**config.mk**
```make
export PLATFORM = sky130hd
export DESIGN_NAME = pfi_top
export DESIGN_NICKNAME = d
export VERILOG_FILES = /design/src/pkg/pfi_pkg.sv /design/src/verilog/pfi_sync.sv /design/src/verilog/pfi_flasher.sv /design/src/verilog/pfi_top.sv
export SDC_FILE = /design/constraint.sdc
export NUM_CORES = 1
export LEC_CHECK = 0
export BUFFER_PORTS_ARGS = -buffer_cell sky130_fd_sc_hd__buf_2
export CAP_MARGIN = 40
export CORE_MARGIN = 4
export CORE_UTILIZATION = 45
export CTS_CLUSTER_SIZE = 25
export DETAILED_ROUTE_END_ITERATION = 10
export PLACE_DENSITY = 0.7
export SETUP_SLACK_MARGIN = 0.2
export SYNTH_ARGS = -nofsm -noshare
export SYNTH_HDL_FRONTEND = slang
export SYNTH_SLANG_ARGS = --single-unit
```
**constraint.sdc**
```tcl
create_clock -name sys_clk -period 7.4 [get_ports sys_clk]
set_input_delay 1.48 -clock sys_clk [delete_from_list [all_inputs] [get_ports sys_clk]]
set_output_delay 1.48 -clock sys_clk [all_outputs]
set_load 0.01 [all_outputs]
```
**src/pkg/pfi_pkg.sv**
```systemverilog
// Shared constants, types and pattern table of the printer fault indicator
package pfi_pkg;

	// Clock and prescaler
	localparam int CLK_HZ = 25_000_000;
	localparam int TICK_MS = 1;
	localparam int TICK_CYCLES = CLK_HZ / 1000 * TICK_MS;

	// Flash intervals in milliseconds
	localparam int FL_HEAD_MS = 500;
	localparam int FL_CUTTER_MS = 125;
	localparam int FL_RAM_MS = 1000;
	localparam int FL_EEPROM_MS = 750;
	localparam int FL_FLASH_MS = 500;
	localparam int FL_THERM_MS = 1500;
	localparam int FL_SUPPLY_MS = 2000;
	localparam int FL_PAPER_OUT_MS = 500;
	localparam int FL_NEAR_END_MS = 2000;
	localparam int HOME_TIMEOUT_MS = 1000;

	// Interval counts in prescaler ticks
	localparam int INT_W = 11;
	localparam logic [INT_W-1:0] T_HEAD = INT_W'(FL_HEAD_MS / TICK_MS);
	localparam logic [INT_W-1:0] T_CUTTER = INT_W'(FL_CUTTER_MS / TICK_MS);
	localparam logic [INT_W-1:0] T_RAM = INT_W'(FL_RAM_MS / TICK_MS);
	localparam logic [INT_W-1:0] T_EEPROM = INT_W'(FL_EEPROM_MS / TICK_MS);
	localparam logic [INT_W-1:0] T_FLASH = INT_W'(FL_FLASH_MS / TICK_MS);
	localparam logic [INT_W-1:0] T_THERM = INT_W'(FL_THERM_MS / TICK_MS);
	localparam logic [INT_W-1:0] T_SUPPLY = INT_W'(FL_SUPPLY_MS / TICK_MS);
	localparam logic [INT_W-1:0] T_PAPER_OUT = INT_W'(FL_PAPER_OUT_MS / TICK_MS);
	localparam logic [INT_W-1:0] T_NEAR_END = INT_W'(FL_NEAR_END_MS / TICK_MS);
	localparam int HOME_W = 10;
	localparam logic [HOME_W-1:0] T_HOME = HOME_W'(HOME_TIMEOUT_MS / TICK_MS);

	// Condition indices, lowest index is most severe
	localparam int NCOND = 10;
	localparam int CIDX_W = 4;
	localparam logic [CIDX_W-1:0] C_SUPPLY = 4'h0;
	localparam logic [CIDX_W-1:0] C_THERM = 4'h1;
	localparam logic [CIDX_W-1:0] C_RAM = 4'h2;
	localparam logic [CIDX_W-1:0] C_EEPROM = 4'h3;
	localparam logic [CIDX_W-1:0] C_FLASH = 4'h4;
	localparam logic [CIDX_W-1:0] C_CUTTER = 4'h5;
	localparam logic [CIDX_W-1:0] C_HEAD = 4'h6;
	localparam logic [CIDX_W-1:0] C_COVER = 4'h7;
	localparam logic [CIDX_W-1:0] C_PAPER_OUT = 4'h8;
	localparam logic [CIDX_W-1:0] C_NEAR_END = 4'h9;
	localparam logic [CIDX_W-1:0] C_NONE = 4'hA;

	// Register byte offsets and fields
	localparam int ADR_W = 4;
	localparam logic [ADR_W-1:0] REG_STATUS = 4'h0;
	localparam logic [ADR_W-1:0] REG_MASK = 4'h4;
	localparam logic [ADR_W-1:0] REG_CTRL = 4'h8;
	localparam logic [ADR_W-1:0] REG_COND = 4'hC;
	localparam int CTRL_FEED_BIT = 0;
	localparam int COND_HOME_OK_BIT = 16;
	localparam int COND_ROLL_SEEN_BIT = 17;
	localparam logic [NCOND-1:0] MASK_RST = 10'h000;

	typedef enum logic [1:0] {
		LM_OFF = 2'h0,
		LM_ON = 2'h1,
		LM_FLASH = 2'h2
	} pfi_lamp_mode_t;

	typedef enum logic [2:0] {
		HS_WAIT = 3'h1,
		HS_OK = 3'h2,
		HS_FAIL = 3'h4
	} pfi_home_t;

	typedef struct packed {
		pfi_lamp_mode_t pwr;
		pfi_lamp_mode_t err;
		logic [INT_W-1:0] ticks;
	} pfi_pattern_t;

	typedef struct packed {
		logic cyc;
		logic stb;
		logic we;
		logic [3:0] sel;
		logic [ADR_W-1:0] adr;
		logic [31:0] dat;
	} pfi_wb_req_t;

	typedef struct packed {
		logic head_hot;
		logic cover_open;
		logic cutter_fail;
		logic cutter_home;
		logic ram_fault;
		logic eeprom_fault;
		logic flash_fault;
		logic therm_fault;
		logic supply_fault;
		logic paper_out;
		logic roll_present;
		logic paper_near_end;
		logic feed_button;
	} pfi_pins_t;

	// Lamp pattern of a condition
	function automatic pfi_pattern_t pfi_pattern(input logic [CIDX_W-1:0] idx);
		pfi_pattern_t p;
		p = '{pwr: LM_OFF, err: LM_FLASH, ticks: T_SUPPLY};
		case (idx)
			C_SUPPLY: p.ticks = T_SUPPLY;
			C_THERM: p.ticks = T_THERM;
			C_RAM: p.ticks = T_RAM;
			C_EEPROM: p.ticks = T_EEPROM;
			C_FLASH: p.ticks = T_FLASH;
			C_CUTTER: p.ticks = T_CUTTER;
			C_HEAD: p = '{pwr: LM_FLASH, err: LM_OFF, ticks: T_HEAD};
			C_COVER: p = '{pwr: LM_ON, err: LM_ON, ticks: T_HEAD};
			C_PAPER_OUT: p = '{pwr: LM_ON, err: LM_FLASH, ticks: T_PAPER_OUT};
			C_NEAR_END: p = '{pwr: LM_ON, err: LM_FLASH, ticks: T_NEAR_END};
			default: p = '{pwr: LM_ON, err: LM_OFF, ticks: T_SUPPLY};
		endcase
		return p;
	endfunction

endpackage

```
**src/verilog/pfi_sync.sv**
```systemverilog
// Two-flop synchroniser for the mechanism and panel inputs
module pfi_sync #(
	parameter int W = 1
) (
	input wire logic sys_clk,
	input wire logic rstn,
	input wire logic [W-1:0] async_i,
	output logic [W-1:0] sync_o
);

	typedef struct packed {
		logic [W-1:0] s1;
		logic [W-1:0] s2;
	} pfi_sync_st_t;

	pfi_sync_st_t st_q;
	pfi_sync_st_t st_d;

	if (W < 1) begin : g_chk
		$error("pfi_sync width must be at least one");
	end

	always_comb begin
		st_d.s1 = async_i;
		st_d.s2 = st_q.s1;
	end

	always_ff @(posedge sys_clk or negedge rstn) begin
		if (!rstn) begin
			st_q <= '0;
		end else begin
			st_q <= st_d;
		end
	end

	assign sync_o = st_q.s2;

endmodule

```
**src/verilog/pfi_flasher.sv**
```systemverilog
// Millisecond prescaler and flash phase generator
module pfi_flasher #(
	parameter int TICK_CYCLES = pfi_pkg::TICK_CYCLES
) (
	input wire logic sys_clk,
	input wire logic rstn,
	input wire logic restart,
	input wire logic [pfi_pkg::INT_W-1:0] interval,
	output logic ms_tick,
	output logic phase
);

	localparam int PRE_W = $clog2(TICK_CYCLES);
	localparam logic [PRE_W-1:0] PRE_LAST = PRE_W'(TICK_CYCLES - 1);
	localparam logic [pfi_pkg::INT_W-1:0] ONE = 11'h001;

	typedef struct packed {
		logic [PRE_W-1:0] pre;
		logic [pfi_pkg::INT_W-1:0] cnt;
		logic phase;
	} pfi_flash_st_t;

	pfi_flash_st_t st_q;
	pfi_flash_st_t st_d;

	if (TICK_CYCLES < 2) begin : g_chk
		$error("pfi_flasher needs at least two cycles per tick");
	end

	assign ms_tick = (st_q.pre == PRE_LAST);

	always_comb begin
		st_d = st_q;
		if (restart) begin
			st_d.pre = '0;
			st_d.cnt = '0;
			st_d.phase = 1'b1;
		end else begin
			st_d.pre = ms_tick ? '0 : st_q.pre + PRE_W'(1);
			if (ms_tick) begin
				if (st_q.cnt >= interval - ONE) begin
					st_d.cnt = '0;
					st_d.phase = ~st_q.phase;
				end else begin
					st_d.cnt = st_q.cnt + ONE;
				end
			end
		end
	end

	always_ff @(posedge sys_clk or negedge rstn) begin
		if (!rstn) begin
			st_q <= '{pre: '0, cnt: '0, phase: 1'b1};
		end else begin
			st_q <= st_d;
		end
	end

	assign phase = st_q.phase;

endmodule

```
**src/verilog/pfi_top.sv**
```systemverilog
// Fault indicator top: lamp patterns, fault latches and Wishbone registers
//
// Register access over Wishbone and the placing of the registers were left to the implementer.

// Summary of operation
// - Green lamp steady when nothing overrides it
// - Feed button drives paper feed while held
// - Head hot flashes green 0.5 s, self-clears
// - Cover open lights both lamps, self-clears
// - Cutter fault flashes red 0.125 s until reset
// - Cutter not homed after reset stays latched
// - Working memory fault flashes red 1.0 s, permanent
// - Parameter store fault flashes red 0.75 s, permanent
// - Program flash fault flashes red 0.5 s, permanent
// - Sensor 1.5 s, supply 2 s, both permanent
// - Paper out flashes red 0.5 s until reload
// - Near end flashes red 2 s, printing continues
module pfi_top #(
	parameter int TICK_CYCLES = pfi_pkg::TICK_CYCLES
) (
	input wire logic sys_clk,
	input wire logic rstn,
	input wire pfi_pkg::pfi_wb_req_t wb_req,
	output logic [31:0] wb_dat_o,
	output logic wb_ack_o,
	input wire pfi_pkg::pfi_pins_t pins,
	output logic power_lamp,
	output logic error_lamp,
	output logic feed_motor,
	output logic print_enable,
	output logic irq
);

	localparam int N = pfi_pkg::NCOND;
	localparam logic [pfi_pkg::HOME_W-1:0] HOME_ONE = 10'h001;

	typedef struct packed {
		pfi_pkg::pfi_home_t home;
		logic [pfi_pkg::HOME_W-1:0] home_cnt;
		logic cutter_lat;
		logic supply_lat;
		logic therm_lat;
		logic ram_lat;
		logic eeprom_lat;
		logic flash_lat;
		logic paper_lat;
		logic roll_seen;
		logic [N-1:0] cond_prev;
		logic [N-1:0] status;
		logic [N-1:0] mask;
		logic ctrl_feed;
		logic [pfi_pkg::CIDX_W-1:0] pat_idx;
		logic ack;
		logic [31:0] dat;
		logic power_lamp;
		logic error_lamp;
		logic feed;
		logic print_en;
		logic irq;
	} pfi_top_st_t;

	pfi_top_st_t st_q;
	pfi_top_st_t st_d;

	logic [$bits(pfi_pkg::pfi_pins_t)-1:0] pins_s_vec;
	pfi_pkg::pfi_pins_t pin_s;
	logic [N-1:0] cond;
	logic [pfi_pkg::CIDX_W-1:0] idx_c;
	pfi_pkg::pfi_pattern_t pat_c;
	logic restart;
	logic ms_tick;
	logic phase;
	logic flash_on;
	logic bus_hit;
	logic [31:0] rd_mux;

	if (TICK_CYCLES < 2) begin : g_chk
		$error("pfi_top needs at least two cycles per tick");
	end

	if (N <= 8 || N > pfi_pkg::COND_HOME_OK_BIT) begin : g_chk_ncond
		$error("pfi_top condition count does not fit the register layout");
	end

	if (pfi_pkg::CTRL_FEED_BIT > 7) begin : g_chk_feed
		$error("pfi_top feed bit must sit in the low byte");
	end

	if (pfi_pkg::T_HOME == '0) begin : g_chk_home
		$error("pfi_top home timeout must not be zero");
	end

	if (pfi_pkg::FL_SUPPLY_MS / pfi_pkg::TICK_MS >= 2 ** pfi_pkg::INT_W) begin : g_chk_int
		$error("pfi_top flash interval does not fit its counter");
	end

	if (pfi_pkg::COND_ROLL_SEEN_BIT > 31) begin : g_chk_roll
		$error("pfi_top roll bit lies outside the data word");
	end

	pfi_sync #(
		.W($bits(pfi_pkg::pfi_pins_t))
	) u_sync (
		.sys_clk(sys_clk),
		.rstn(rstn),
		.async_i(pins),
		.sync_o(pins_s_vec)
	);

	assign pin_s = pfi_pkg::pfi_pins_t'(pins_s_vec);

	// Live condition vector, severity order by index
	always_comb begin
		cond = '0;
		cond[pfi_pkg::C_SUPPLY] = st_q.supply_lat;
		cond[pfi_pkg::C_THERM] = st_q.therm_lat;
		cond[pfi_pkg::C_RAM] = st_q.ram_lat;
		cond[pfi_pkg::C_EEPROM] = st_q.eeprom_lat;
		cond[pfi_pkg::C_FLASH] = st_q.flash_lat;
		cond[pfi_pkg::C_CUTTER] = st_q.cutter_lat;
		cond[pfi_pkg::C_HEAD] = pin_s.head_hot;
		cond[pfi_pkg::C_COVER] = pin_s.cover_open;
		cond[pfi_pkg::C_PAPER_OUT] = st_q.paper_lat;
		cond[pfi_pkg::C_NEAR_END] = pin_s.paper_near_end;
	end

	// Pick the most severe active condition
	always_comb begin
		idx_c = pfi_pkg::C_NONE;
		for (int i = N - 1; i >= 0; i--) begin
			if (cond[i]) begin
				idx_c = pfi_pkg::CIDX_W'(i);
			end
		end
	end

	assign pat_c = pfi_pkg::pfi_pattern(idx_c);
	assign restart = (idx_c != st_q.pat_idx);

	pfi_flasher #(
		.TICK_CYCLES(TICK_CYCLES)
	) u_flash (
		.sys_clk(sys_clk),
		.rstn(rstn),
		.restart(restart),
		.interval(pat_c.ticks),
		.ms_tick(ms_tick),
		.phase(phase)
	);

	// A new pattern starts lit
	assign flash_on = restart | phase;

	assign bus_hit = wb_req.cyc & wb_req.stb & ~st_q.ack;

	// Register read mux
	always_comb begin
		rd_mux = '0;
		unique case (wb_req.adr)
			pfi_pkg::REG_STATUS: rd_mux[N-1:0] = st_q.status;
			pfi_pkg::REG_MASK: rd_mux[N-1:0] = st_q.mask;
			pfi_pkg::REG_CTRL: rd_mux[pfi_pkg::CTRL_FEED_BIT] = st_q.ctrl_feed;
			pfi_pkg::REG_COND: begin
				rd_mux[N-1:0] = cond;
				rd_mux[pfi_pkg::COND_HOME_OK_BIT] = (st_q.home == pfi_pkg::HS_OK);
				rd_mux[pfi_pkg::COND_ROLL_SEEN_BIT] = st_q.roll_seen;
			end
			default: rd_mux = '0;
		endcase
	end

	always_comb begin
		st_d = st_q;

		// Permanent faults latch until reset
		st_d.supply_lat = st_q.supply_lat | pin_s.supply_fault;
		st_d.therm_lat = st_q.therm_lat | pin_s.therm_fault;
		st_d.ram_lat = st_q.ram_lat | pin_s.ram_fault;
		st_d.eeprom_lat = st_q.eeprom_lat | pin_s.eeprom_fault;
		st_d.flash_lat = st_q.flash_lat | pin_s.flash_fault;

		// Cutter failure latches until reset; a homing timeout after reset latches it too
		st_d.cutter_lat = st_q.cutter_lat | pin_s.cutter_fail;
		unique case (st_q.home)
			pfi_pkg::HS_WAIT: begin
				if (pin_s.cutter_home) begin
					st_d.home = pfi_pkg::HS_OK;
				end else if (ms_tick) begin
					st_d.home_cnt = st_q.home_cnt + HOME_ONE;
					if (st_q.home_cnt >= pfi_pkg::T_HOME - HOME_ONE) begin
						st_d.home = pfi_pkg::HS_FAIL;
					end
				end
			end
			pfi_pkg::HS_OK: st_d.home = pfi_pkg::HS_OK;
			pfi_pkg::HS_FAIL: begin
				st_d.home = pfi_pkg::HS_FAIL;
				st_d.cutter_lat = 1'b1;
			end
			default: st_d.home = pfi_pkg::HS_FAIL;
		endcase

		// Paper out clears after a new roll and a closed cover
		if (st_q.paper_lat && pin_s.roll_present && !pin_s.paper_out) begin
			st_d.roll_seen = 1'b1;
		end
		if (st_q.roll_seen && pin_s.roll_present && !pin_s.cover_open) begin
			st_d.paper_lat = 1'b0;
			st_d.roll_seen = 1'b0;
		end
		if (pin_s.paper_out) begin
			st_d.paper_lat = 1'b1;
			st_d.roll_seen = 1'b0;
		end

		// Lamp pattern
		st_d.pat_idx = idx_c;
		unique case (pat_c.pwr)
			pfi_pkg::LM_ON: st_d.power_lamp = 1'b1;
			pfi_pkg::LM_FLASH: st_d.power_lamp = flash_on;
			default: st_d.power_lamp = 1'b0;
		endcase
		unique case (pat_c.err)
			pfi_pkg::LM_ON: st_d.error_lamp = 1'b1;
			pfi_pkg::LM_FLASH: st_d.error_lamp = flash_on;
			default: st_d.error_lamp = 1'b0;
		endcase

		// Feed follows the button or the software request
		st_d.feed = pin_s.feed_button | st_q.ctrl_feed;

		// Printing halts on any condition except near end
		st_d.print_en = (cond & ~(N'(1) << pfi_pkg::C_NEAR_END)) == '0;

		// Bus access, one wait state
		st_d.ack = bus_hit;
		st_d.dat = '0;
		if (bus_hit && wb_req.we) begin
			if (wb_req.adr == pfi_pkg::REG_MASK) begin
				if (wb_req.sel[0]) begin
					st_d.mask[7:0] = wb_req.dat[7:0];
				end
				if (wb_req.sel[1]) begin
					st_d.mask[N-1:8] = wb_req.dat[N-1:8];
				end
			end
			if (wb_req.adr == pfi_pkg::REG_CTRL && wb_req.sel[0]) begin
				st_d.ctrl_feed = wb_req.dat[pfi_pkg::CTRL_FEED_BIT];
			end
		end
		if (bus_hit && !wb_req.we) begin
			st_d.dat = rd_mux;
		end

		// Sticky events: read clears, a new event wins
		st_d.cond_prev = cond;
		if (bus_hit && !wb_req.we && wb_req.adr == pfi_pkg::REG_STATUS) begin
			st_d.status = '0;
		end
		st_d.status = st_d.status | (cond & ~st_q.cond_prev);
		st_d.irq = |(st_d.status & st_d.mask);
	end

	always_ff @(posedge sys_clk or negedge rstn) begin
		if (!rstn) begin
			st_q <= '{
				home: pfi_pkg::HS_WAIT,
				home_cnt: '0,
				cutter_lat: 1'b0,
				supply_lat: 1'b0,
				therm_lat: 1'b0,
				ram_lat: 1'b0,
				eeprom_lat: 1'b0,
				flash_lat: 1'b0,
				paper_lat: 1'b0,
				roll_seen: 1'b0,
				cond_prev: '0,
				status: '0,
				mask: pfi_pkg::MASK_RST,
				ctrl_feed: 1'b0,
				pat_idx: pfi_pkg::C_NONE,
				ack: 1'b0,
				dat: '0,
				power_lamp: 1'b0,
				error_lamp: 1'b0,
				feed: 1'b0,
				print_en: 1'b0,
				irq: 1'b0
			};
		end else begin
			st_q <= st_d;
		end
	end

	assign wb_dat_o = st_q.dat;
	assign wb_ack_o = st_q.ack;
	assign power_lamp = st_q.power_lamp;
	assign error_lamp = st_q.error_lamp;
	assign feed_motor = st_q.feed;
	assign print_enable = st_q.print_en;
	assign irq = st_q.irq;

endmodule

```
==> results of run 1 <==
[area by class of cell]
type | instances | area, sq um
repair buffers | 53 | 293
well taps | 172 | 215
clock inverters | 13 | 134
inverters | 23 | 86.3
fillers | 1120 | 5980
multi-input cells | 379 | 2440
flip-flops and latches | 127 | 3180
clock buffers | 19 | 443
[flip-flops by register name (all words and copies together), names as in the netlist]
signal	cells
power_lamp	1
feed_motor	1
wb_ack_o	1
st_q	49
print_enable	1
irq	1
u_flash.phase	1
wb_dat_o	12
u_sync.st_d	13
u_sync.sync_o	13
cond	7
u_flash.st_q	26
error_lamp	1
[layer usage]
metal  routed length [um]  vias to the layer above  track usage [%]
met2                 6060                       94             27.8
met3                  598                       14             4.48
met4                  142                        0             6.58
met5                    0                        -                0
li1                     -                     2005                -
met1                 5350                     2100             22.4
[layout by cell type, fill, tap and decap left out, types with 6 or more instances in the layout]
cell type	netlist	routed
clkinv_4	0	6
xor2_1	10	10
buf_2	5	50
or2_2	7	7
a31oi_1	6	6
nand4_1	7	7
inv_1	23	23
xnor2_1	14	14
mux2i_1	14	14
nor2_1	59	59
and3_1	12	12
conb_1	1	21
clkbuf_16	0	17
a211oi_1	8	8
a21oi_1	28	28
nand3_1	31	31
o21ai_0	14	14
nand2_1	37	37
dfrtp_1	123	123
nor3_1	8	8
mux2_2	12	12
ha_1	19	19
[power by group]
part           switching [uW]  internal (uW)
Sequential               38.7            736
Combinational            62.1           48.0
Clock                     321            477
[metrics by stage]
step,hold slack (ns),power [uW],std cells
after floorplan,0.331,853,577
after global placement,0.333,888,753
after detailed placement,0.335,896,754
after CTS,0.349,1700,786
after global routing,0.355,1750,786
final,0.347,1680,786
[cell families (layout without fill, tap and decap cells)]
kind of cell | Yosys count | in the layout
buffers and inverters | 71 | 108
other | 1 | 21
XOR/XNOR | 24 | 24
AND/OR/NAND/NOR | 208 | 208
adder cells (fa/ha/maj) | 19 | 19
AO/OA/AOI/OAI | 81 | 81
multiplexers | 26 | 26
flip-flops | 127 | 127
[path summary, 6_finish.rpt]
| check | from | end | cells past startpoint |
|---|---|---|---|
| hold / removal | u_sync.st_d[11] | u_sync.sync_o[11] | 0 |
| setup / recovery | cond[8] | u_flash.st_q[7] | 14 |
| max in group asynchronous | rstn | st_q[91] | 3 |
| setup reg to reg | cond[8] | u_flash.st_q[7] | 14 |
| hold reg to reg | u_sync.st_d[11] | u_sync.sync_o[11] | 0 |
| min in group asynchronous | rstn | u_flash.st_q[3] | 1 |
==> flow_summary.ini, run 1 <==
[synth]
synth_largest_area_cell = dfrtp_1
synth_area_leaders = dfrtp_1, buf_4, ha_1, nor2_1, nand3_1
synth-edff-count = 0
synthArstFlopShare_pct = 100
synth_flop_cell = dfrtp_1
synth_common_cells = dfrtp_1, nor2_1, nand2_1, buf_4, nand3_1
netlist_area_sq_um = 5940
synth-compound-area-share_pct = 8.76
synth_top_family_by_area = simple AND/OR/NAND/NOR gates
synth_xor_area_share_pct = 3.54
synth.distinct_cells = 56
synth.area.mux_share_pct = 4.63
ys_seq_area_share_pct = 53.6
yosysWarningCount = 0
yosys.area_share.simple_pct = 18.8
synth_cells = 557
synth-seq-cells = 127
synth_most_common_cell = dfrtp_1
synth_top_area_share_pct = 51.8
post_synth.cell_area_avg_sq_um = 10.7
synth_fa_ha_area_share_pct = 4.00

[grt]
gr-total-overflow = 0
grt_pass1_vias = 4238
grt_usage_pct = 17.2
grt_pass1_wl_um = 20500
grt_max_degree = 69
antenna_found_initial = 0

[status]
status = complete, no violations

[clock_network]
numCtsBuffers = 17
cts_buffer_depth = 2
clkLatencyLatePin_ns = 0.42
root_buffer = clkbuf_16
cts_tree = done
cts_hold_buf = 0
clock-sinks = 127
clk_pin_slew_ns = 0.06
cts-resized-gates = 0
cts_setup_buffers = 0
htreeDepth = 4

[route]
drtIter0Drc = 305
avgRoutedWirePerCell_um = 15.5
viasPerCell = 5.36
wl_um = 12200
via_count = 4213
drc = 0
ant_nets = 0
first_pass_iters = 5

[die]
io_pins = 96
die_h_um = 123
rows = 41
die-area_sq_um = 15100
initial_core_util_pct = 46.5
core-area_sq_um = 12800
dieWidth_um = 123

[timing]
worst_pin_slew_ns = 0.876
tns_ns = 0
period_needed_ns = 4.44
slew_violations = 0
finalHoldViolations = 0
setup_viol = 0
rsz0062_at_grt = false
max_freq_mhz = 225
timing.final.crit_share_pct = 60.0
fin_ws_ns = 2.96
fin_skew_ns = 0.0124
maxSlewHeadroom_pct = 41.0

[setup_path]
critPathMaxFanout = 8
cp_data_arrival_time_ns = 4.79
cp_common_cell = a21oi_1
r2r_slack_ns = 2.96
max_stage_delay_ns = 0.56
cp_cell_sequence = nand2b_1 -> a211oi_1 -> o21a_1 -> nor2_1 -> or4_1 -> ha_1 -> xnor2_1 -> ha_1 -> a21oi_1 -> a21oi_1 -> o31ai_1 -> a21oi_1 -> or4b_1 -> mux2i_1
cpMaxStageDelayCell = or4_1
crit_path_start_kind = register
endpoint_kind = register
timing_worst_setup_path_type = reg -> reg
cp_num_buf_inv = 0
crit_family = compound AO/OA/AOI/OAI gates
required_ns = 7.75

[place]
placed_area_sq_um = 6210
pre_cts_ws_ns = 2.98
dp_hpwl_um = 8560
gp_congestion = 0.840
place.port_buffers = 51

[power_and_ir_drop]
ir_drop_mv = 0.175
powerDensity_nw_per_um2 = 248
p_leak_uw = 0.00324

[finish]
final_util_pct = 53.2
area_delta_synth_final_pct = 14.3
antennaDiodeCount = 0
nets = 678
postLayoutCellArea_sq_um = 6790
drive_above_1_share_pct = 18.4

[worst_hold_path]
hold_class = reg -> reg

[run]
cap_violations = 0
No activity file was read; power rests on OpenSTA's default activity.
==> run 2, diff against run 1 <==
Clock period 7.4 ns to 4.2 ns, I/O delays scaled along.
==> run 2 against run 1 <==
Compared with the run above: die area is the same; worst setup slack worse by 2.5 ns; core utilization rose by 1.4 points; first-iteration DRC count increased by 6.9%; largest cell class unchanged; sequential share of layout area shrank 1.2 points; non-clock buffer count rose by 18; sequential cell count did not move; fmax increased by 19%; register-to-register slack worse by 2.5 ns; sequential power increased by 75%; highest routed layer unchanged; critical path type unchanged; wire length grew 1.0%.
==> flow_summary.ini, run 2 (synthesis results as in run 1) <==
[finish]
top_regs = st_q: 49 flops, u_flash.st_q: 26 flops
final_cell_mix = dfrtp_1, nor2_1, buf_2
antennaDiodeCount = 0
largest_reg_flops = 49
final_cells = 804
postLayoutCellArea_sq_um = 6970
nFillCells = 1090
drive_above_1_share_pct = 21.4
top_register = st_q
area_delta_synth_final_pct = 17.4
layout_commonest_cell = dfrtp_1
nets = 696

[route]
drc = 0
ant_nets = 0
wl_um = 12300
viasPerCell = 5.25
first_pass_iters = 4
drtIter0Drc = 326
avgRoutedWirePerCell_um = 15.3
via_count = 4224

[setup_path]
cpMaxStageDelayCell = or4_1
r2r_slack_ns = 0.48
timing_worst_setup_path_type = reg -> reg
endpoint_kind = register
cp_cell_sequence = nor2b_1 -> a211oi_2 -> o21a_1 -> nor2_1 -> or4_1 -> ha_1 -> xnor2_1 -> ha_1 -> a21oi_1 -> a21oi_1 -> o31ai_2 -> a21oi_2 -> or4b_1 -> mux2i_1
crit_family = simple AND/OR/NAND/NOR gates
max_stage_delay_ns = 0.54
cp_data_arrival_time_ns = 4.06
crit_path_start_kind = register
critPathMaxFanout = 8
required_ns = 4.54
cp_num_buf_inv = 0

[timing]
hold_ws_ns = 0.342
slew_violations = 0
period_needed_ns = 3.72
timing.final.crit_share_pct = 88.7
worst_pin_slew_ns = 0.611
fin_skew_ns = 0.00637
rsz0062_at_grt = false
tns_ns = 0
max_freq_mhz = 269
finalHoldViolations = 0
setup_viol = 0
maxSlewHeadroom_pct = 59.1

[die]
initial_core_util_pct = 46.5
io_pins = 96
rows = 41
die_h_um = 123
die-area_sq_um = 15100
dieWidth_um = 123
core-area_sq_um = 12800

[grt]
grt_pass1_vias = 4383
grt_pass1_wl_um = 20500
grt_usage_pct = 17.3
antenna_found_initial = 0
grt_max_degree = 47
gr-total-overflow = 0

[clock_network]
clk_pin_slew_ns = 0.06
cts_tree = done
clock-sinks = 127
htreeDepth = 4
cts-resized-gates = 0
numCtsBuffers = 17
cts_hold_buf = 0
cts_buffer_depth = 2
root_buffer = clkbuf_16
cts_setup_buffers = 0
clkLatencyLatePin_ns = 0.41

[place]
dp_hpwl_um = 8720
placed_area_sq_um = 6350
place.port_buffers = 51
dp_cells = 772
gp_congestion = 0.813

[worst_hold_path]
hold_class = in -> async

[status]
status = complete, no violations

[power_and_ir_drop]
powerDensity_nw_per_um2 = 439
ir_drop_mv = 0.309
p_leak_uw = 0.00334

[run]
cap_violations = 0
-- run 2: cell count changes in the layout (fill, tap and decap cells not counted), sizes merged --
cell and change:
inv +1, bufinv +2, buf +18, clkinv -1, clkbuf -2
-- run 2: metal layers --
metal  global-route usage (%)  wire, um  vias to the layer above
li1                         -         -                     2042
met1                     22.3      5510                     2064
met2                     28.0      5940                       98
met3                     4.80       620                       20
met4                     6.44       206                        0
met5                        0         0                        -
-- run 2: power by group --
| part | switching [uW] | internal (uW) |
|---|---|---|
| registers | 65.6 | 1300 |
| logic | 114 | 86.5 |
| clock network | 557 | 939 |
-- run 2: layout make-up --
cell class	instances	area, sq um	share of cell area, %
clock inverter	15	184	2.64
multi-input combinational	379	2450	35.2
clock buffer	17	425	6.10
tap	172	215	3.09
sequential	127	3180	45.6
timing repair buffer	71	428	6.14
inverter	23	86.3	1.24
-- run 2: path summary, 6_finish.rpt --
check | from | end | cells past startpoint
setup / recovery | u_sync.sync_o[12] | u_flash.st_q[9] | 14
min in group sys_clk | u_sync.st_d[11] | u_sync.sync_o[11] | 0
hold reg to reg | u_sync.st_d[11] | u_sync.sync_o[11] | 0
hold / removal | rstn | error_lamp | 1
max in group asynchronous | rstn | st_q[91] | 3
setup reg to reg | u_sync.sync_o[12] | u_flash.st_q[9] | 14
-- run 2: per-stage QoR --
step / worst slack, ns / util, % / power, uW
4_1_cts: 0.363 / 54.5 / 3090
3_5_place_dp: 0.414 / 49.7 / 1580
3_3_place_gp: 0.431 / 49.5 / 1570
2_1_floorplan: 0.390 / - / 1500
6_report: 0.476 / 54.6 / 3060
5_1_grt: 0.183 / 54.6 / 3170
